[src/tc_defs.svh]
// Offsets, field positions, reset values and timing figures of the temperature conversion block
`ifndef TC_DEFS_SVH
`define TC_DEFS_SVH

// ==========================================================================
// Timing
`define TC_CLK_KHZ         10000
`define TC_WIN_MS          60
`define TC_CONV_MS         125
`define TC_RATE_UNIT_MS    125

// ==========================================================================
// Register byte offsets
`define TC_OFF_REMOTE      8'h00
`define TC_OFF_LOCAL       8'h04
`define TC_OFF_STATUS      8'h08
`define TC_OFF_CONFIG      8'h0C
`define TC_OFF_RATE        8'h10
`define TC_OFF_ONESHOT     8'h14
`define TC_OFF_RHIGH       8'h18
`define TC_OFF_RLOW        8'h1C
`define TC_OFF_LHIGH       8'h20
`define TC_OFF_LLOW        8'h24
`define TC_OFF_MASK        8'h28
`define TC_OFF_ADDR        8'h2C

// ==========================================================================
// Field positions
`define TC_ST_DONE         0
`define TC_ST_ALARM_LSB    1
`define TC_ST_BUSY         7
`define TC_CFG_SYNC        0
`define TC_CFG_STOP        6

// ==========================================================================
// Reset values
`define TC_RST_HIGH        8'h7F
`define TC_RST_LOW         8'h80
`define TC_RST_RATE        8'h02
`define TC_RST_MASK        5'h00
`define TC_ADDR_BASE       7'h18

`endif

[src/tc_pkg.sv]
// Types shared by the temperature conversion block
package tc_pkg;

  // ==========================================================================
  // Sequencer states
  typedef enum logic [2:0] {
    TC_IDLE   = 3'b000,
    TC_ARM    = 3'b001,
    TC_REMOTE = 3'b010,
    TC_LOCAL  = 3'b011,
    TC_TAIL   = 3'b100,
    TC_GAP    = 3'b101
  } tc_state_type;

  // ==========================================================================
  // Alarm limits of one channel
  typedef struct packed {
    logic [7:0] high;
    logic [7:0] low;
  } tc_limits_type;

  // ==========================================================================
  // Synchronised pin levels
  typedef struct packed {
    logic       standby_n;
    logic       smb_clk;
    logic       smb_data;
    logic [1:0] addr_sel;
  } tc_pins_type;

endpackage

[src/tc_conv_ctrl.sv]
// Conversion sequencer, result and limit registers and APB slave of the temperature block
`timescale 1ns/1ns
`include "tc_defs.svh"

// Function
// - Once a run starts, both remote and local channels are converted automatically.
// - Both channels are always measured, even if one is unused.
// - Results go to two registers and are compared with four limit registers.
// - A run starts on a host start command or internally in auto-convert mode.
// - Status byte carries a busy flag while a conversion is in progress.
// - During conversion, result reads return the previous complete results.
// - Address select pins are sampled at power-up to form the slave address.
// - Standby pin low means standby, high means operate.
// - Results and limits keep their contents through standby.
// - Each channel integrates over a 60 ms window before its result is stored.
// - Results have 8-bit resolution.
// - Alert output is open-drain, only ever pulled low.
// - Serial data is only sampled; its open-drain output is never enabled; serial clock is a host-driven input.
// - A two-channel conversion takes 125 ms from the starting stop bit.
// - Standby during a conversion aborts it; no result register is updated.
module tc_conv_ctrl #(
  parameter int WIN_CYCLES       = `TC_WIN_MS * `TC_CLK_KHZ,
  parameter int TAIL_CYCLES      = (`TC_CONV_MS - 2 * `TC_WIN_MS) * `TC_CLK_KHZ,
  parameter int RATE_UNIT_CYCLES = `TC_RATE_UNIT_MS * `TC_CLK_KHZ
) (
  input  wire logic        pclk,
  input  wire logic        presetn,
  input  wire logic        psel,
  input  wire logic        penable,
  input  wire logic        pwrite,
  input  wire logic [7:0]  paddr,
  input  wire logic [31:0] pwdata,
  output logic [31:0]      prdata,
  output logic             pready,
  output logic             pslverr,
  input  wire logic        smb_clk,
  input  wire logic        smb_data_in,
  output logic             smb_data_out,
  output logic             smb_data_oe_n,
  output logic             alert_out,
  output logic             alert_oe_n,
  output logic             irq,
  input  wire logic        hw_standby_n_pin,
  input  wire logic        addr_select_pin_0,
  input  wire logic        addr_select_pin_1,
  output logic             adc_chan_sel,
  output logic             adc_enable,
  input  wire logic [7:0]  adc_data,
  output logic [6:0]       slave_addr
);

  if (WIN_CYCLES < 1 || TAIL_CYCLES < 1 || RATE_UNIT_CYCLES < 1 || RATE_UNIT_CYCLES > 16_000_000) begin : g_bad
    $error("tc_conv_ctrl: cycle counts out of range");
  end

  // ==========================================================================
  // Pin synchronisers
  tc_pkg::tc_pins_type pins_raw;
  tc_pkg::tc_pins_type pins;
  logic                data_d;
  logic                stop_seen;

  assign pins_raw = {hw_standby_n_pin, smb_clk, smb_data_in, addr_select_pin_1, addr_select_pin_0};

  tc_sync #(
    .W       (5),
    .RST_VAL (5'h0C)
  ) u_sync (
    .pclk    (pclk),
    .presetn (presetn),
    .d_in    (pins_raw),
    .q       (pins)
  );

  always_ff @(posedge pclk or negedge presetn) begin
    if (!presetn) data_d <= 1'b1;
    else          data_d <= pins.smb_data;
  end
  assign stop_seen     = pins.smb_clk & pins.smb_data & ~data_d;
  assign smb_data_out  = 1'b0;
  assign smb_data_oe_n = 1'b1;

  // ==========================================================================
  // Registers
  tc_pkg::tc_state_type       state;
  tc_pkg::tc_state_type       next_state;
  logic [31:0]                cnt;
  logic [31:0]                next_cnt;
  logic [1:0][7:0]            res;
  logic [1:0][7:0]            shadow;
  tc_pkg::tc_limits_type [1:0] lim;
  logic [4:0]                 status;
  logic [4:0]                 mask;
  logic [7:0]                 rate;
  logic                       cfg_stop;
  logic                       cfg_sync;
  logic [1:0]                 cap_cnt;

  // ==========================================================================
  // APB decode
  logic        wr_en;
  logic        rd_setup;
  logic        mapped;
  logic [31:0] rd_mux;
  logic        oneshot_wr;
  logic        stop_wr_set;

  assign wr_en      = psel & penable & pwrite;
  assign rd_setup   = psel & ~penable & ~pwrite;
  assign mapped     = paddr[1:0] == 2'b00 && paddr <= `TC_OFF_ADDR;
  assign pready     = 1'b1;
  assign pslverr    = psel & penable & ~mapped;
  assign oneshot_wr = wr_en && paddr == `TC_OFF_ONESHOT;
  assign stop_wr_set = wr_en && paddr == `TC_OFF_CONFIG && pwdata[`TC_CFG_STOP] && !cfg_stop;

  logic busy;
  assign busy = state == tc_pkg::TC_REMOTE || state == tc_pkg::TC_LOCAL || state == tc_pkg::TC_TAIL;

  assign rd_mux = paddr == `TC_OFF_REMOTE  ? {24'h00_0000, res[0]} :
                  paddr == `TC_OFF_LOCAL   ? {24'h00_0000, res[1]} :
                  paddr == `TC_OFF_STATUS  ? {24'h00_0000, busy, 2'b00, status} :
                  paddr == `TC_OFF_CONFIG  ? {25'h000_0000, cfg_stop, 5'h00, cfg_sync} :
                  paddr == `TC_OFF_RATE    ? {24'h00_0000, rate} :
                  paddr == `TC_OFF_RHIGH   ? {24'h00_0000, lim[0].high} :
                  paddr == `TC_OFF_RLOW    ? {24'h00_0000, lim[0].low} :
                  paddr == `TC_OFF_LHIGH   ? {24'h00_0000, lim[1].high} :
                  paddr == `TC_OFF_LLOW    ? {24'h00_0000, lim[1].low} :
                  paddr == `TC_OFF_MASK    ? {27'h000_0000, mask} :
                  paddr == `TC_OFF_ADDR    ? {25'h000_0000, slave_addr} : 32'h0000_0000;

  always_ff @(posedge pclk or negedge presetn) begin
    if (!presetn)      prdata <= 32'h0000_0000;
    else if (rd_setup) prdata <= rd_mux;
  end

  always_ff @(posedge pclk or negedge presetn) begin
    if (!presetn) begin
      cfg_stop <= 1'b0;
      cfg_sync <= 1'b0;
      rate     <= `TC_RST_RATE;
      mask     <= `TC_RST_MASK;
    end else if (wr_en) begin
      if (paddr == `TC_OFF_CONFIG) cfg_stop <= pwdata[`TC_CFG_STOP];
      if (paddr == `TC_OFF_CONFIG) cfg_sync <= pwdata[`TC_CFG_SYNC];
      if (paddr == `TC_OFF_RATE)   rate     <= pwdata[7:0];
      if (paddr == `TC_OFF_MASK)   mask     <= pwdata[4:0];
    end
  end

  // ==========================================================================
  // Limit registers, kept through standby
  always_ff @(posedge pclk or negedge presetn) begin
    if (!presetn) begin
      lim <= {2{`TC_RST_HIGH, `TC_RST_LOW}};
    end else if (wr_en) begin
      if (paddr == `TC_OFF_RHIGH) lim[0].high <= pwdata[7:0];
      if (paddr == `TC_OFF_RLOW)  lim[0].low  <= pwdata[7:0];
      if (paddr == `TC_OFF_LHIGH) lim[1].high <= pwdata[7:0];
      if (paddr == `TC_OFF_LLOW)  lim[1].low  <= pwdata[7:0];
    end
  end

  // ==========================================================================
  // Address straps, caught once after reset release
  always_ff @(posedge pclk or negedge presetn) begin
    if (!presetn) begin
      cap_cnt    <= 2'd0;
      slave_addr <= 7'h00;
    end else if (cap_cnt != 2'd3) begin
      cap_cnt <= cap_cnt + 2'd1;
      if (cap_cnt == 2'd2) slave_addr <= `TC_ADDR_BASE | {5'h00, pins.addr_sel};
    end
  end

  // ==========================================================================
  // Sequencer
  logic        running;
  logic        abort;
  logic        commit;
  logic [31:0] rate_cycles;
  logic [31:0] load_val;

  assign running     = pins.standby_n & ~cfg_stop;
  assign abort       = ~pins.standby_n | stop_wr_set;
  assign commit      = state == tc_pkg::TC_TAIL && cnt == 32'd0 && !abort;
  assign rate_cycles = 32'(({24'h00_0000, rate} + 32'd1) * 32'(RATE_UNIT_CYCLES));
  assign load_val    = next_state == tc_pkg::TC_TAIL ? 32'(TAIL_CYCLES - 1) :
                       next_state == tc_pkg::TC_GAP  ? rate_cycles - 32'd1 : 32'(WIN_CYCLES - 1);
  assign adc_enable   = state == tc_pkg::TC_REMOTE || state == tc_pkg::TC_LOCAL;
  assign adc_chan_sel = state == tc_pkg::TC_LOCAL;

  always_comb begin
    next_state = state;
    unique case (state)
      tc_pkg::TC_IDLE: begin
        if (pins.standby_n && oneshot_wr) next_state = cfg_sync ? tc_pkg::TC_ARM : tc_pkg::TC_REMOTE;
        else if (running)                 next_state = tc_pkg::TC_REMOTE;
      end
      tc_pkg::TC_ARM: begin
        if (!pins.standby_n) next_state = tc_pkg::TC_IDLE;
        else if (stop_seen)  next_state = tc_pkg::TC_REMOTE;
      end
      tc_pkg::TC_REMOTE: begin
        if (abort)              next_state = tc_pkg::TC_IDLE;
        else if (cnt == 32'd0)  next_state = tc_pkg::TC_LOCAL;
      end
      tc_pkg::TC_LOCAL: begin
        if (abort)              next_state = tc_pkg::TC_IDLE;
        else if (cnt == 32'd0)  next_state = tc_pkg::TC_TAIL;
      end
      tc_pkg::TC_TAIL: begin
        if (abort)              next_state = tc_pkg::TC_IDLE;
        else if (cnt == 32'd0)  next_state = running ? tc_pkg::TC_GAP : tc_pkg::TC_IDLE;
      end
      tc_pkg::TC_GAP: begin
        if (!running)                       next_state = tc_pkg::TC_IDLE;
        else if (cnt == 32'd0 || oneshot_wr) next_state = tc_pkg::TC_REMOTE;
      end
      default: next_state = tc_pkg::TC_IDLE;
    endcase
  end

  assign next_cnt = next_state != state ? load_val : (cnt == 32'd0 ? cnt : cnt - 32'd1);

  always_ff @(posedge pclk or negedge presetn) begin
    if (!presetn) begin
      state <= tc_pkg::TC_IDLE;
      cnt   <= 32'd0;
    end else begin
      state <= next_state;
      cnt   <= next_cnt;
    end
  end

  // ==========================================================================
  // Shadow capture, commit and limit compare per channel
  logic [1:0] hi_hit;
  logic [1:0] lo_hit;
  logic [1:0] win_end;

  assign win_end[0] = state == tc_pkg::TC_REMOTE && cnt == 32'd0 && !abort;
  assign win_end[1] = state == tc_pkg::TC_LOCAL && cnt == 32'd0 && !abort;

  for (genvar ch = 0; ch < 2; ch++) begin : g_ch
    assign hi_hit[ch] = $signed(shadow[ch]) > $signed(lim[ch].high);
    assign lo_hit[ch] = $signed(shadow[ch]) < $signed(lim[ch].low);

    always_ff @(posedge pclk or negedge presetn) begin
      if (!presetn)         shadow[ch] <= 8'h00;
      else if (win_end[ch]) shadow[ch] <= adc_data;
    end

    always_ff @(posedge pclk or negedge presetn) begin
      if (!presetn)    res[ch] <= 8'h00;
      else if (commit) res[ch] <= shadow[ch];
    end
  end

  // ==========================================================================
  // Sticky status, mask and alert
  logic [4:0] st_set;
  logic [4:0] st_clr;

  assign st_set = {5{commit}} & {lo_hit[1], hi_hit[1], lo_hit[0], hi_hit[0], 1'b1};
  assign st_clr = wr_en && paddr == `TC_OFF_STATUS ? pwdata[4:0] : 5'h00;

  always_ff @(posedge pclk or negedge presetn) begin
    if (!presetn) status <= 5'h00;
    else          status <= (status & ~st_clr) | st_set;
  end

  assign irq        = |(status & mask);
  assign alert_out  = 1'b0;
  assign alert_oe_n = ~|status[4:`TC_ST_ALARM_LSB];

  logic [31:0] busy_len;
  always_ff @(posedge pclk or negedge presetn) begin
    if (!presetn)  busy_len <= 32'd0;
    else if (busy) busy_len <= busy_len + 32'd1;
    else           busy_len <= 32'd0;
  end
endmodule // tc_conv_ctrl

[src/tc_sync.sv]
// Two flip-flop synchroniser for a group of pin levels
`timescale 1ns/1ns
module tc_sync #(
  parameter int              W       = 1,
  parameter logic [W-1:0]    RST_VAL = '0
) (
  input  wire logic          pclk,
  input  wire logic          presetn,
  input  wire logic [W-1:0]  d_in,
  output logic [W-1:0]       q
);

  logic [W-1:0] meta;

  // ==========================================================================
  // Second stage alone reads the first
  always_ff @(posedge pclk or negedge presetn) begin
    if (!presetn) begin
      meta <= RST_VAL;
      q    <= RST_VAL;
    end else begin
      meta <= d_in;
      q    <= meta;
    end
  end

endmodule // tc_sync

[config.mk]
export PLATFORM = sky130hd
export DESIGN_NAME = tc_conv_ctrl
export DESIGN_NICKNAME = d
export VERILOG_FILES = /design/src/tc_pkg.sv /design/src/tc_conv_ctrl.sv /design/src/tc_sync.sv
export VERILOG_INCLUDE_DIRS = /design/src /design/src/src
export SDC_FILE = /design/constraint.sdc
export NUM_CORES = 1
export LEC_CHECK = 0
export ABC_AREA = 1
export BUFFER_PORTS_ARGS = -buffer_cell sky130_fd_sc_hd__buf_2
export CAP_MARGIN = 20
export CORE_MARGIN = 5
export CORE_UTILIZATION = 51
export CTS_BUF_LIST = sky130_fd_sc_hd__clkbuf_4 sky130_fd_sc_hd__clkbuf_8
export CTS_CLUSTER_SIZE = 30
export DETAILED_ROUTE_END_ITERATION = 12
export PLACE_DENSITY = 0.72
export SLEW_MARGIN = 30
export SYNTH_ARGS = -nofsm -noshare
export SYNTH_HDL_FRONTEND = slang
export SYNTH_SLANG_ARGS = --single-unit
[constraint.sdc]
create_clock -name pclk -period 16.61 [get_ports pclk]
set_input_delay 2.4915 -clock pclk [delete_from_list [all_inputs] [get_ports pclk]]
set_output_delay 2.4915 -clock pclk [all_outputs]
set_load 0.02 [all_outputs]
==> results.md <==
* Result of the run: finished, final reports clean
* Worst-Margin Slew at 785.4 ps
* Antenna violations before repair at 0
* Crit Path Class: register to register
* TritonCTS clock tree: yes
* GR met2 Demand/Resource at about two fifths
* Number of nets with antenna violations after detailed routing at 0
* Slowest cell on crit path: dfrtp_1
* Path category of the worst min-delay check: register to register
* Number of buffers created by CTS at 17
* Most heavily used metal layer in global routing: met2
* P per Cell Area at around 72 nW/um^2
* Power consumption at between 0.8 and 0.9 mW
* Routed length per placed instance at between 15 and 20 microns
* Count of max-cap constraint violations at 0
* Final weighted congestion in routability-driven placement at a little over 0.9
* Leakage component of the power at about 6.5 nW
* Core region area at between 20,000 and 25,000 sq um
* Worst rel slew slack at a little under half
* Io pins at 106
* Util after Layout at 55.96%
* Setup repair after global routing missed its margin: false
* Pin count of the biggest net entering global routing at 77
* Proportion of synthesized flip-flops having asynchronous set or reset at between 90% and 100%
* Number of levels in the clock H-tree at 4
* M1 GR Usage at a little under a third
* Die outline width at between 150 and 200 microns
* Vert. Die Dim at approximately 160 microns
* Clock buffer depth at 2
* Final Cycle Share at 36.39%
* Top achievable clock speed at approximately 170 MHz
* Worst Hold Slack at between 300 and 400 ps
* Number of gates given a new drive strength after cts at 0
* Grt total ovfl at 0
* CP Data Arrival Time at 6440 ps
* Post-layout net count at around 1,800
* Synth top area cells: dfrtp_1, nand2_1, ha_1
* Hold violation count in the final report at 0
* Count of state elements after synthesis at approximately 140
* Synth Warn # at 0
* Global-route met3 utilization at 2.692%
* Top cell type's share of synthesized area at between 20% and 30%
* Crit path max fanout at 12
* Cell Area, Placed at approximately 12,000 sq um
* First-pass iteration count of the detailed router at 5
* Post-synth EDFFs at 0
* Most instantiated flip-flop cell in the synthesis netlist: dfrtp_1
* Critical Path RT at between 15,000 and 20,000 ps
* Area leader, netlist: dfrtp_1
* Post-synthesis area per instance at around 7.4 sq um
* Dpl hpwl at 22,540 microns
* Iteration-0 DRC count of the detailed router at approximately 630
* Antenna diode instance count at 0
* Dominant cell type by count on the critical path: nand2_1
* Final design instance area without fill at around 12,000 sq um
* Launching element type of the critical path: register
* Most common cell after layout, fill and taps aside: nand2_1
* Number of global-route vias before repair at roughly 10,000
* Internal reg-to-reg setup slack at 10,560 ps
* Final Setup Violations at 0
* Area added between synthesis and finish at 7.534%
* Cell area after synthesis at roughly 11,000 sq um
* Skew final at 17.87 ps
* Total routing resource utilization after global routing at between 20% and 30%
* Seq/Total Area, Yosys at 31.65%
* Number of standard-cell rows in the floorplan at 54
* Number of distinct library cells after synthesis at 46
* Most frequent cells in the layout: nand2_1, inv_1, nor2_1, o21ai_0, dfrtp_1
* Type of destination of the critical path: register
* DR DRC count at 0
* CTS clk-pin slew, worst paths at approximately 90 ps
* Die Outline Area at 25,430 sq um
* Final wirelength at 28,580 microns
* Clock root cell: clkbuf_8
* Clock latency at the later pin of the worst-skew pair at approximately 470 ps
* Vias post-DR at between 9,000 and 10,000
* Post-CTS setup-driven buffer insertion count at 0
* Fin crit period at between 6000 and 7000 ps
* Sinks on Clock Net at 143
* Fraction of layout cells with a size suffix above 1 at a little under a tenth
* IO Port Bufs at 50
* CTS Hold Buffers Added at 0
* Via-to-Cell Ratio at 5.245
* Wire length of the first global-routing pass at 48,530 microns
* Setup TNS at 0 ps
* Peak per-stage delay on the critical path at roughly 670 ps
* Starting Density at 52.04%
* Syn Inst Count at roughly 1,500
* Count of final max-slew check failures at 0
* Max rail drop VDD at around 59 uV
==> power breakdown <==
group	total (mW)	switching [mW]	internal, mW
clock	0.316	0.160	0.157
sequential	0.383	0.0172	0.366
combinational	0.179	0.127	0.0521
==> routing by layer <==
layer / up-vias / share of wire (%) / routed length, microns
met2: 217 / 49 / 14000
met1: 4667 / 45 / 12900
met4: 0 / 2.1 / 604
li1: 4987 / - / -
met5: - / 0 / 0
met3: 48 / 3.7 / 1071
==> area by class of cell <==
cell class              instances  area [sq um]
inverters                     263         987.2
fillers                      2100          9641
clock buffers                  17         234.0
flip-flops and latches        143          3606
clock inverters                15         215.2
multi-input cells            1120          6575
repair buffers                 53         282.8
well taps                     280         350.3
==> through the flow <==
stage / std cells / setup WS [ps]
3_3_place_gp: 1859 / 10540
5_1_grt: 1891 / 9903
2_1_floorplan: 1578 / 11170
6_report: 1891 / 10560
4_1_cts: 1891 / 10530
3_5_place_dp: 1859 / 10560
==> state kept, by name, summed over array words and instances (netlist names), 3 cells and up <==
signal and cells:
mask 5, status 5, u_sync.meta 5, lim 32, prdata 8, shadow 16, res 16, slave_addr 3
cnt 32, u_sync.q 5, state 3, rate 8
==> synthesized netlist by cell type (2+ instances only) <==
| master | n |
|---|---|
| o21ai_0 | 123 |
| a21oi_1 | 60 |
| dfstp_2 | 22 |
| dfrtp_1 | 121 |
| mux2_2 | 14 |
| nor4_1 | 4 |
| o2111ai_1 | 3 |
| nor3_1 | 22 |
| buf_4 | 32 |
| buf_2 | 6 |
| ha_1 | 103 |
| o21bai_1 | 3 |
| o22ai_1 | 5 |
| a21o_1 | 3 |
| nor2_4 | 5 |
| nand3b_1 | 7 |
| or2_2 | 4 |
| nand4_1 | 27 |
| o221ai_1 | 2 |
| o211ai_1 | 7 |
| inv_2 | 4 |
| nor2_2 | 6 |
| conb_1 | 2 |
| buf_6 | 2 |
| nand2_2 | 2 |
| clkbuf_1 | 12 |
| nor2_1 | 125 |
| a21boi_0 | 2 |
| a221oi_1 | 2 |
| xor2_1 | 35 |
| inv_1 | 258 |
| nand3_1 | 81 |
| fa_1 | 24 |
| nand2_1 | 390 |
| xnor2_1 | 19 |
| a31oi_1 | 2 |
==> cells by family (layout without fill, tap and decap cells) <==
kind of cell    after synthesis  in the layout  share of synthesized area (%)
mux                          14             14                          1.384
simple gates                677            677                          25.29
xor+xnor                     54             54                          4.152
flops                       143            143                          31.65
buf+inv                     315            348                          11.63
other cells                   2             31                        0.06592
fa+ha+maj                   127            127                          15.53
compound gates              217            217                          10.29
==> worst paths after layout <==
| check | from | to | cells after the start |
|---|---|---|---|
| min | u_sync.meta[4] | u_sync.q[4] | 0 |
| min in group asynchronous | presetn | cnt[25] | 1 |
| min reg2reg | u_sync.meta[4] | u_sync.q[4] | 0 |
| max in group asynchronous | presetn | lim[6] | 2 |
| max | rate[0] | cnt[28] | 31 |
| max reg2reg | rate[0] | cnt[28] | 31 |
==> critical path: cells and delay by family (launching register included) <==
kind | cells | cell delay, ps
xor+xnor | 2 | 600
simple gates | 17 | 1860
buf+inv | 4 | 250
compound gates | 2 | 370
flops | 1 | 670
fa+ha+maj | 6 | 2200
Power figures use the tool's default switching activity.
